$ cat config.mk
export PLATFORM = sky130hd
export DESIGN_NAME = ncib_top
export DESIGN_NICKNAME = d
export VERILOG_FILES = /design/src/design/ncib_pkg.sv /design/src/design/ncib_top.sv
export SDC_FILE = /design/constraint.sdc
export NUM_CORES = 1
export LEC_CHECK = 0
export BUFFER_PORTS_ARGS = -buffer_cell sky130_fd_sc_hd__buf_4
export CAP_MARGIN = 5
export CELL_PAD_IN_SITES_DETAIL_PLACEMENT = 1
export CELL_PAD_IN_SITES_GLOBAL_PLACEMENT = 2
export CORE_UTILIZATION = 32
export DETAILED_ROUTE_END_ITERATION = 8
export GPL_TIMING_DRIVEN = 0
export HOLD_SLACK_MARGIN = 0.12
export MAX_ROUTING_LAYER = met4
export PLACE_DENSITY_LB_ADDON = 0.1
export SKIP_LAST_GASP = 1
export SYNTH_ARGS = -nofsm -noshare
export SYNTH_HDL_FRONTEND = slang
export SYNTH_SLANG_ARGS = --single-unit
$ cat constraint.sdc
create_clock -name clk -period 2.7 [get_ports clk]
set_input_delay 0.27 -clock clk [delete_from_list [all_inputs] [get_ports clk]]
set_output_delay 0.27 -clock clk [all_outputs]
set_load 0.02 [all_outputs]
$ cat src/design/ncib_pkg.sv
// constants and types of the contactless front-end command and interrupt register bank
//
// Functional notes
// control bits change only through host writes, never by internal logic
// dynamic bits accept host writes and internal updates, e.g. command back to idle
// write-only bits always read back as zero
// with page use set, page number gives address bits A5 and A4
// with page use clear, the whole address comes from the bus address
// with bank enable set, register 0Fh reaches the extended set chosen by index
// writing the command field starts it; reading returns the running command; reset 20h
// auto poll starts a poll per periodic rising edge; cleared on field interrupt
// receiver-off bit switches the analog receiver off; clearing re-enables it
// power-down write one enters sleep; zero wakes; bit reads one until ready
// power-down set is ignored while the soft reset command is active
// interrupt pin equals global status, inverted when invert bit set; enable reset 80h
// first enable bits 6..0 gate transmit, receive, idle, high, low, error, timer flags
// interrupt pin is push-pull when output-type bit is one, open drain otherwise
// second enable bits 6..0 gate field, wake, signal, mode, checksum, field on/off flags
// first request write: bit 7 one sets, zero clears the selected flags
// second request register does the same with its bit 7; bit 6 means card present
// transmit flag sets right after the last transmitted bit
// receive flag sets at valid stream end; with only-valid option needs FIFO bytes
// idle flag sets when a command ends itself or is unknown, not on host idle
// high and low level flags latch when the FIFO level turns true until cleared
// error flag sets on any error bit; timer flag sets when the timer reaches zero
// global interrupt status is high when any enabled flag is set
// external signal activity flag sets on either edge of the external input
// a hardware set in the same cycle as a host clear leaves the flag set
package ncib_pkg;
  // register indices; the byte address is four times the index
  localparam logic [5:0] NCIB_IDX_PAGE = 6'h00;
  localparam logic [5:0] NCIB_IDX_CMD = 6'h01;
  localparam logic [5:0] NCIB_IDX_COM_EN = 6'h02;
  localparam logic [5:0] NCIB_IDX_MISC_EN = 6'h03;
  localparam logic [5:0] NCIB_IDX_COM_REQ = 6'h04;
  localparam logic [5:0] NCIB_IDX_MISC_REQ = 6'h05;
  localparam logic [3:0] NCIB_IDX_EXT = 4'hF;
  // reset values
  localparam logic [7:0] NCIB_RST_PAGE = 8'h00;
  localparam logic [7:0] NCIB_RST_CMD = 8'h20;
  localparam logic [7:0] NCIB_RST_COM_EN = 8'h80;
  localparam logic [7:0] NCIB_RST_MISC_EN = 8'h00;
  localparam logic [7:0] NCIB_RST_COM_REQ = 8'h14;
  localparam logic [7:0] NCIB_RST_MISC_REQ = 8'h00;
  // field positions
  localparam int NCIB_BIT_PAGE_USE = 7;
  localparam int NCIB_BIT_BANK_EN = 6;
  localparam int NCIB_POS_SET_IDX = 2;
  localparam int NCIB_POS_PAGE_NUM = 0;
  localparam int NCIB_BIT_AUTO_POLL = 7;
  localparam int NCIB_BIT_RCV_OFF = 5;
  localparam int NCIB_BIT_PWR_DOWN = 4;
  localparam int NCIB_POS_CMD = 0;
  localparam int NCIB_BIT_INVERT = 7;
  localparam int NCIB_BIT_PUSH_PULL = 7;
  localparam int NCIB_BIT_SET_SEL = 7;
  // flag positions in the first request register
  localparam int NCIB_F_TX = 6;
  localparam int NCIB_F_RX = 5;
  localparam int NCIB_F_IDLE = 4;
  localparam int NCIB_F_HI = 3;
  localparam int NCIB_F_LO = 2;
  localparam int NCIB_F_ERR = 1;
  localparam int NCIB_F_TIMER = 0;
  // command codes; the valid mask marks which codes the engines know
  localparam logic [3:0] NCIB_CMD_IDLE = 4'h0;
  localparam logic [3:0] NCIB_CMD_SOFT_RESET = 4'hF;
  localparam logic [15:0] NCIB_CMD_VALID = 16'hFFFF;

  typedef enum logic [1:0] {
    NCIB_PD_RUN = 2'b00,
    NCIB_PD_DOWN = 2'b01,
    NCIB_PD_WAKE = 2'b10
  } ncib_pd_t;

  typedef enum logic [1:0] {
    NCIB_POLL_IDLE = 2'b00,
    NCIB_POLL_RUN = 2'b01,
    NCIB_POLL_SLEEP = 2'b10
  } ncib_poll_t;
endpackage : ncib_pkg

$ cat src/design/ncib_top.sv
// command, power and interrupt register bank with apb slave and interrupt pin
`timescale 1ns/1ps
`default_nettype none
module ncib_top (
  input wire logic clk,
  input wire logic rst,
  input wire logic psel,
  input wire logic penable,
  input wire logic pwrite,
  input wire logic [7:0] paddr,
  input wire logic [31:0] pwdata,
  output logic [31:0] prdata,
  output logic pready,
  output logic pslverr,
  input wire logic tx_last_bit_sent,
  input wire logic rx_valid_end,
  input wire logic rx_fifo_has_bytes,
  input wire logic receive_only_valid_bytes,
  input wire logic fifo_high_level,
  input wire logic fifo_low_level,
  input wire logic [7:0] error_status,
  input wire logic timer_zero,
  input wire logic field_strength_evt,
  input wire logic timed_wake_evt,
  input wire logic external_signal_input,
  input wire logic mode_detect_evt,
  input wire logic checksum_done_evt,
  input wire logic field_on_evt,
  input wire logic field_off_evt,
  input wire logic cmd_done,
  input wire logic wake_done,
  input wire logic low_power_detect_mode,
  input wire logic periodic_signal,
  input wire logic poll_done,
  output logic cmd_start,
  output logic [3:0] active_command,
  output logic receiver_analog_off,
  output logic soft_power_down,
  output logic poll_start,
  output logic poll_sleep,
  output logic ext_access,
  output logic [3:0] ext_set_index,
  output logic irq_status,
  output logic irq_pin_out,
  output logic irq_pin_oe
);

  typedef struct packed {
    logic [7:0] page;
    logic auto_poll;
    logic rcv_off;
    ncib_pkg::ncib_pd_t pd;
    logic [3:0] cmd;
    logic [7:0] com_en;
    logic [7:0] misc_en;
    logic [6:0] com_flags;
    logic [6:0] misc_flags;
    logic [2:0] sig_sync;
    logic [2:0] tick_sync;
    logic sig_lvl;
    logic tick_lvl;
    logic hi_prev;
    logic lo_prev;
    ncib_pkg::ncib_poll_t poll;
    logic pready;
    logic [31:0] prdata;
    logic pslverr;
    logic cmd_start;
    logic poll_start;
    logic ext_access;
    logic irq_status;
    logic irq_out;
    logic irq_oe;
    logic pd_down;
    logic poll_wait;
  } ncib_state_t;

  ncib_state_t st_reg;
  ncib_state_t st_next;

  logic [5:0] eff_addr;
  logic hit_page;
  logic hit_main;
  logic hit_ext;
  logic [7:0] rd_val;
  logic access;
  logic wr_done;
  logic [6:0] com_ev;
  logic [6:0] misc_ev;
  logic [6:0] com_clr;
  logic [6:0] misc_clr;
  logic [6:0] com_set;
  logic [6:0] misc_set;
  logic global_irq;
  logic sig_edge;
  logic tick_rise;
  logic [3:0] new_cmd;
  logic host_idle;

  always_comb begin
    st_next = st_reg;
    // the page number only overrides the top address bits when enabled
    if (st_reg.page[ncib_pkg::NCIB_BIT_PAGE_USE]) begin
      eff_addr = {st_reg.page[ncib_pkg::NCIB_POS_PAGE_NUM +: 2], paddr[5:2]};
    end else begin
      eff_addr = paddr[7:2];
    end
    // the page register shows up at index 0 of every page
    hit_page = (eff_addr[3:0] == ncib_pkg::NCIB_IDX_PAGE[3:0]);
    hit_main = (eff_addr >= ncib_pkg::NCIB_IDX_CMD) && (eff_addr <= ncib_pkg::NCIB_IDX_MISC_REQ);
    hit_ext = (eff_addr[5:4] == 2'b00) && (eff_addr[3:0] == ncib_pkg::NCIB_IDX_EXT)
      && st_reg.page[ncib_pkg::NCIB_BIT_BANK_EN];
    rd_val = 8'h00;
    if (hit_page) begin
      rd_val = st_reg.page;
    end else begin
      case (eff_addr)
        ncib_pkg::NCIB_IDX_CMD: begin
          rd_val[ncib_pkg::NCIB_BIT_AUTO_POLL] = st_reg.auto_poll;
          rd_val[ncib_pkg::NCIB_BIT_RCV_OFF] = st_reg.rcv_off;
          rd_val[ncib_pkg::NCIB_BIT_PWR_DOWN] = (st_reg.pd != ncib_pkg::NCIB_PD_RUN);
          rd_val[ncib_pkg::NCIB_POS_CMD +: 4] = st_reg.cmd;
        end
        ncib_pkg::NCIB_IDX_COM_EN: rd_val = st_reg.com_en;
        ncib_pkg::NCIB_IDX_MISC_EN: rd_val = st_reg.misc_en;
        ncib_pkg::NCIB_IDX_COM_REQ: rd_val = {1'b0, st_reg.com_flags};
        ncib_pkg::NCIB_IDX_MISC_REQ: rd_val = {1'b0, st_reg.misc_flags};
        default: rd_val = 8'h00;
      endcase
    end

    // apb: pready rises in the second access cycle; the write lands with it
    access = psel && penable;
    wr_done = access && st_reg.pready && pwrite;
    st_next.pready = access && !st_reg.pready;
    st_next.cmd_start = 1'b0;
    st_next.ext_access = 1'b0;
    st_next.poll_start = 1'b0;
    if (access && !st_reg.pready) begin
      st_next.prdata = pwrite ? 32'h0000_0000 : {24'h00_0000, rd_val};
      st_next.pslverr = !(hit_page || hit_main || hit_ext);
    end

    // pin inputs: three stages, a level change counts once stages two and three agree
    st_next.sig_sync = {st_reg.sig_sync[1:0], external_signal_input};
    st_next.tick_sync = {st_reg.tick_sync[1:0], periodic_signal};
    if (st_reg.sig_sync[1] == st_reg.sig_sync[2]) begin
      st_next.sig_lvl = st_reg.sig_sync[2];
    end
    if (st_reg.tick_sync[1] == st_reg.tick_sync[2]) begin
      st_next.tick_lvl = st_reg.tick_sync[2];
    end
    sig_edge = (st_next.sig_lvl != st_reg.sig_lvl);
    tick_rise = st_next.tick_lvl && !st_reg.tick_lvl;
    st_next.hi_prev = fifo_high_level;
    st_next.lo_prev = fifo_low_level;

    // command engine: completion and unknown codes fall back to idle
    new_cmd = pwdata[ncib_pkg::NCIB_POS_CMD +: 4];
    host_idle = 1'b0;
    com_ev = '0;
    if (cmd_done && st_reg.cmd != ncib_pkg::NCIB_CMD_IDLE) begin
      st_next.cmd = ncib_pkg::NCIB_CMD_IDLE;
      com_ev[ncib_pkg::NCIB_F_IDLE] = 1'b1;
    end

    com_clr = '0;
    misc_clr = '0;
    com_set = '0;
    misc_set = '0;
    if (wr_done) begin
      if (hit_page) begin
        st_next.page = pwdata[7:0];
      end else if (hit_ext) begin
        st_next.ext_access = 1'b1;
      end else begin
        case (eff_addr)
          ncib_pkg::NCIB_IDX_CMD: begin
            st_next.auto_poll = pwdata[ncib_pkg::NCIB_BIT_AUTO_POLL];
            st_next.rcv_off = pwdata[ncib_pkg::NCIB_BIT_RCV_OFF];
            if (pwdata[ncib_pkg::NCIB_BIT_PWR_DOWN]) begin
              // a running soft reset must finish before sleep is allowed
              if (st_reg.cmd != ncib_pkg::NCIB_CMD_SOFT_RESET) begin
                st_next.pd = ncib_pkg::NCIB_PD_DOWN;
              end
            end else if (st_reg.pd == ncib_pkg::NCIB_PD_DOWN) begin
              st_next.pd = ncib_pkg::NCIB_PD_WAKE;
            end
            if (new_cmd == ncib_pkg::NCIB_CMD_IDLE) begin
              st_next.cmd = ncib_pkg::NCIB_CMD_IDLE;
              host_idle = 1'b1;
              com_ev[ncib_pkg::NCIB_F_IDLE] = 1'b0;
            end else if (ncib_pkg::NCIB_CMD_VALID[new_cmd]) begin
              st_next.cmd = new_cmd;
              st_next.cmd_start = 1'b1;
            end else begin
              st_next.cmd = ncib_pkg::NCIB_CMD_IDLE;
              com_ev[ncib_pkg::NCIB_F_IDLE] = 1'b1;
            end
          end
          ncib_pkg::NCIB_IDX_COM_EN: st_next.com_en = pwdata[7:0];
          ncib_pkg::NCIB_IDX_MISC_EN: st_next.misc_en = pwdata[7:0];
          ncib_pkg::NCIB_IDX_COM_REQ: begin
            if (pwdata[ncib_pkg::NCIB_BIT_SET_SEL]) begin
              com_set = pwdata[6:0];
            end else begin
              com_clr = pwdata[6:0];
            end
          end
          ncib_pkg::NCIB_IDX_MISC_REQ: begin
            if (pwdata[ncib_pkg::NCIB_BIT_SET_SEL]) begin
              misc_set = pwdata[6:0];
            end else begin
              misc_clr = pwdata[6:0];
            end
          end
          default: st_next.ext_access = 1'b0;
        endcase
      end
    end
    if (st_reg.pd == ncib_pkg::NCIB_PD_WAKE && wake_done) begin
      st_next.pd = ncib_pkg::NCIB_PD_RUN;
    end

    // hardware events
    com_ev[ncib_pkg::NCIB_F_TX] = tx_last_bit_sent;
    com_ev[ncib_pkg::NCIB_F_RX] = rx_valid_end
      && (!receive_only_valid_bytes || rx_fifo_has_bytes);
    com_ev[ncib_pkg::NCIB_F_HI] = fifo_high_level && !st_reg.hi_prev;
    com_ev[ncib_pkg::NCIB_F_LO] = fifo_low_level && !st_reg.lo_prev;
    com_ev[ncib_pkg::NCIB_F_ERR] = |error_status;
    com_ev[ncib_pkg::NCIB_F_TIMER] = timer_zero;
    misc_ev = {field_strength_evt, timed_wake_evt, sig_edge, mode_detect_evt,
      checksum_done_evt, field_on_evt, field_off_evt};
    // set wins over clear so no event is lost
    st_next.com_flags = (st_reg.com_flags & ~com_clr) | com_set | com_ev;
    st_next.misc_flags = (st_reg.misc_flags & ~misc_clr) | misc_set | misc_ev;

    // auto poll sequencer in low-power detect mode
    case (st_reg.poll)
      ncib_pkg::NCIB_POLL_IDLE, ncib_pkg::NCIB_POLL_SLEEP: begin
        if (st_reg.auto_poll && low_power_detect_mode && tick_rise) begin
          st_next.poll = ncib_pkg::NCIB_POLL_RUN;
          st_next.poll_start = 1'b1;
        end else if (!st_reg.auto_poll || !low_power_detect_mode) begin
          st_next.poll = ncib_pkg::NCIB_POLL_IDLE;
        end
      end
      ncib_pkg::NCIB_POLL_RUN: begin
        if (field_strength_evt) begin
          st_next.auto_poll = 1'b0;
          st_next.poll = ncib_pkg::NCIB_POLL_IDLE;
        end else if (poll_done) begin
          st_next.poll = ncib_pkg::NCIB_POLL_SLEEP;
        end
      end
      default: st_next.poll = ncib_pkg::NCIB_POLL_IDLE;
    endcase
    // decoded from the next state so these outputs come straight from flops
    st_next.pd_down = (st_next.pd == ncib_pkg::NCIB_PD_DOWN);
    st_next.poll_wait = (st_next.poll == ncib_pkg::NCIB_POLL_SLEEP);

    // interrupt pin from the registered flags
    global_irq = |(st_reg.com_flags & st_reg.com_en[6:0])
      | |(st_reg.misc_flags & st_reg.misc_en[6:0]);
    st_next.irq_status = global_irq;
    if (st_reg.misc_en[ncib_pkg::NCIB_BIT_PUSH_PULL]) begin
      st_next.irq_out = global_irq ^ st_reg.com_en[ncib_pkg::NCIB_BIT_INVERT];
      st_next.irq_oe = 1'b1;
    end else begin
      // open drain only pulls low; a high level is left to the pull-up
      st_next.irq_out = 1'b0;
      st_next.irq_oe = !(global_irq ^ st_reg.com_en[ncib_pkg::NCIB_BIT_INVERT]);
    end
  end

  always_ff @(posedge clk or posedge rst) begin
    if (rst) begin
      st_reg <= '0;
      st_reg.page <= ncib_pkg::NCIB_RST_PAGE;
      st_reg.auto_poll <= ncib_pkg::NCIB_RST_CMD[ncib_pkg::NCIB_BIT_AUTO_POLL];
      st_reg.rcv_off <= ncib_pkg::NCIB_RST_CMD[ncib_pkg::NCIB_BIT_RCV_OFF];
      st_reg.pd <= ncib_pkg::NCIB_PD_RUN;
      st_reg.cmd <= ncib_pkg::NCIB_RST_CMD[3:0];
      st_reg.com_en <= ncib_pkg::NCIB_RST_COM_EN;
      st_reg.misc_en <= ncib_pkg::NCIB_RST_MISC_EN;
      st_reg.com_flags <= ncib_pkg::NCIB_RST_COM_REQ[6:0];
      st_reg.misc_flags <= ncib_pkg::NCIB_RST_MISC_REQ[6:0];
      st_reg.poll <= ncib_pkg::NCIB_POLL_IDLE;
    end else begin
      st_reg <= st_next;
    end
  end

  assign prdata = st_reg.prdata;
  assign pready = st_reg.pready;
  assign pslverr = st_reg.pslverr;
  assign cmd_start = st_reg.cmd_start;
  assign active_command = st_reg.cmd;
  assign receiver_analog_off = st_reg.rcv_off;
  assign soft_power_down = st_reg.pd_down;
  assign poll_start = st_reg.poll_start;
  assign poll_sleep = st_reg.poll_wait;
  assign ext_access = st_reg.ext_access;
  assign ext_set_index = st_reg.page[ncib_pkg::NCIB_POS_SET_IDX +: 4];
  assign irq_status = st_reg.irq_status;
  assign irq_pin_out = st_reg.irq_out;
  assign irq_pin_oe = st_reg.irq_oe;
endmodule : ncib_top
`default_nettype wire

==> impl_metrics.toml <==
[clocking]
path_clk_slew_ps = 60
cts_buffers = 9
postCtsSetupBuffers = 0
clock-sinks = 76
clockBufferDepth = 2
cts_root_buffer = "clkbuf_16"
h-tree-depth = 3
worst_skew_pair.late_latency_ps = 340
cts_tree = "yes"

[placement]
post-place-cells = 594
place_area_um2 = 4730
dp_hpwl_um = 8100
portBuffers = 67
post-place-ws_ps = 464
gp_congestion = 0.797

[routing]
wl_met2_um = 5260
top_layer = "met4"
drt_iter0_markers = 114
antenna_left = 0
firstDrtPassIters = 4
num_vias = 3084
drc_errors = 0
wl_per_cell_um = 18.0
via_per_inst = 4.98
met3_length_um = 421
drt-met1-wl_um = 5320
drt-total-wl_um = 11100

[grt]
track_usage = 0.194
antenna_found_initial = 0
overflow = 0
grt_pass1_wl_um = 17900
grt_pass1_vias = 3290
grt_max_degree = 54

[floorplanning]
die_area_um2 = 12700
fp.dieH_um = 113
io_pins = 123
start_util = 0.327
core_area_um2 = 12000
fp-row-count = 40
die_x_um = 113

[setup_path]
crit_type = "reg2reg"
rrSetupSlack_ps = 430
worstPathRequired_ps = 2910
crit_slowest_cell = "nor3_2"
critPathCaptureType = "register"
crit_arrival_ps = 2480
slowest_delay_ps = 520
cp_max_fo = 10
startpoint_type = "register"
path_cells = "nor3_2 > o2111a_1 > buf_2 > a21boi_0 > a311o_1"

[hold_path]
hp-class = "in2reg"

[power]
power_leakage_nw = 2.48
power.internal_mw = 1.95
p_per_area_nw_per_um2 = 511
p_sw_mw = 0.648
combinationalPowerShare = 0.120
swShare = 0.249
total_power_mw = 2.60
clkPwrFrac = 0.423
power_frac_seq = 0.457
vdd_drop_max_uv = 249

[yosys]
synth_flop_cell = "dfrtp_1"
syn_area_um2 = 3930
synth_top_cell_by_area = "dfrtp_1"
async_flop_share = 1.00
synthTopCellsByArea = "dfrtp_1 (46%), buf_4 (7.6%), a311o_1 (3.3%), mux2i_1 (3.3%), mux2_4 (3.1%)"
synth_top_area_frac = 0.459
yosysMostFrequentCell = "dfrtp_1"
synth_edf_count = 0
netlist_instances = 356
yosysSeqAreaShare = 0.485
syn_area_per_cell_um2 = 11.0
synth_cell_type_count = 56
synthTopCellsByCount = "dfrtp_1 (72), buf_4 (40), nand2_1 (30)"
ys_seq_elements = 76
ys_warn_count = 0

[layout]
fin_area_um2 = 5090
fin_nets = 539
nFillCells = 1342
antenna_cells = 0
final_cell_count_no_fill = 619
layout-drive-gt1-share = 0.339
area_delta_synth_final_pct = 29.5
largest_reg_flops = 45

[sta]
setup_ws_ps = 434
fmax_ghz = 0.441
finalCriticalPeriod_ps = 2270
finalMaxSlewViolations = 0
tightest_slew_ps = 605
slew_headroom = 0.597
finalSetupTns_ps = 0
report.final.setup_viol = 0
fin_crit_sh = 0.839
rsz0062_at_grt = "no"
hold_viol_final = 0
clock_skew_ps = 6.45

[flow_run]
drv_cap = 0

[run_status]
status = "completed"
-- cell type report --
cell class	instances	area, µm²	area share
multi-input cells	235	1690	0.331
inverters	6	25.0	0.00492
clock buffers	14	254	0.0499
repair buffers	77	621	0.122
clock inverters	2	10.0	0.00197
plain buffers	62	400	0.0787
flip-flops and latches	76	1910	0.375
well taps	147	184	0.0362
-- through the flow --
stage               hold slack [ps]  utilization
finish                          143        0.423
detailed placement              272        0.394
global route                    142        0.423
floorplan                       301            -
CTS                             125        0.423
global placement                334        0.391
-- metal layers --
layer  global-route usage  vias up
li1                     -     1468
met1                0.248     1537
met2                0.305       73
met3               0.0300        6
met4               0.0898        0
met5                    -        -
-- kinds of logic (layout without fill, tap and decap cells) --
| group | Yosys count | count (layout) | share of synthesized area |
|---|---|---|---|
| other | 1 | 24 | 0.000954 |
| adder cells (fa/ha/maj) | 1 | 1 | 0.00255 |
| multiplexers | 38 | 38 | 0.112 |
| AND/OR/NAND/NOR | 80 | 80 | 0.117 |
| buffers and inverters | 68 | 161 | 0.108 |
| AO/OA/AOI/OAI | 91 | 91 | 0.172 |
| flip-flops | 76 | 76 | 0.485 |
| XOR/XNOR | 1 | 1 | 0.00223 |
-- final timing paths --
check | from | to | depth (start not counted)
max | st_reg[99] | st_reg[59] | 5
min | field_on_evt | st_reg[55] | 2
max reg2reg | st_reg[99] | st_reg[59] | 5
min reg2reg | st_next[52] | st_next[53] | 0
max in group asynchronous | rst | st_reg[83] | 4
min in group asynchronous | rst | st_next[49] | 3
-- timing repair --
| action | 4_1_cts | 5_1_grt |
|---|---|---|
| hold endpoints to repair | 30 | 0 |
| resized for setup | 0 | 0 |
| hold buffers | 9 | 0 |
-- power by group through the flow --
| stage | registers [mW] | logic, mW | clock network (mW) |
|---|---|---|---|
| floorplan | 1.21 | 0.172 | 0 |
| global placement | 1.21 | 0.295 | 0 |
| detailed placement | 1.21 | 0.304 | 0 |
| CTS | 1.19 | 0.315 | 1.14 |
| global route | 1.19 | 0.341 | 1.18 |
| finish | 1.19 | 0.312 | 1.10 |
-- critical path: cells and delay by family (launching register included) --
family,cells,cell delay (ps)
buffers and inverters,1,290
AND/OR/NAND/NOR,1,520
AO/OA/AOI/OAI,3,890
flip-flops,1,440
-- layout by cell type (no fill, tap or decap), drive strengths merged, types with 3 or more instances in the layout --
cell type	Yosys	routed
dfrtp	72	72
nand2	30	30
nor2b	5	5
o31ai	3	3
o22ai	6	6
dlygate4sd3	0	9
nand3b	6	6
nand3	4	4
or4	3	3
mux2i	13	13
a21oi	10	10
dfstp	4	4
nor2	7	7
inv	6	6
a21boi	13	13
a22o	3	3
a22oi	13	13
conb	1	24
nor4	5	5
o21ai	16	16
a311o	13	13
clkbuf	11	25
or3	3	3
mux2	25	25
buf	51	119
nor3	3	3
Note: power is estimated with default switching activity, not from simulation.
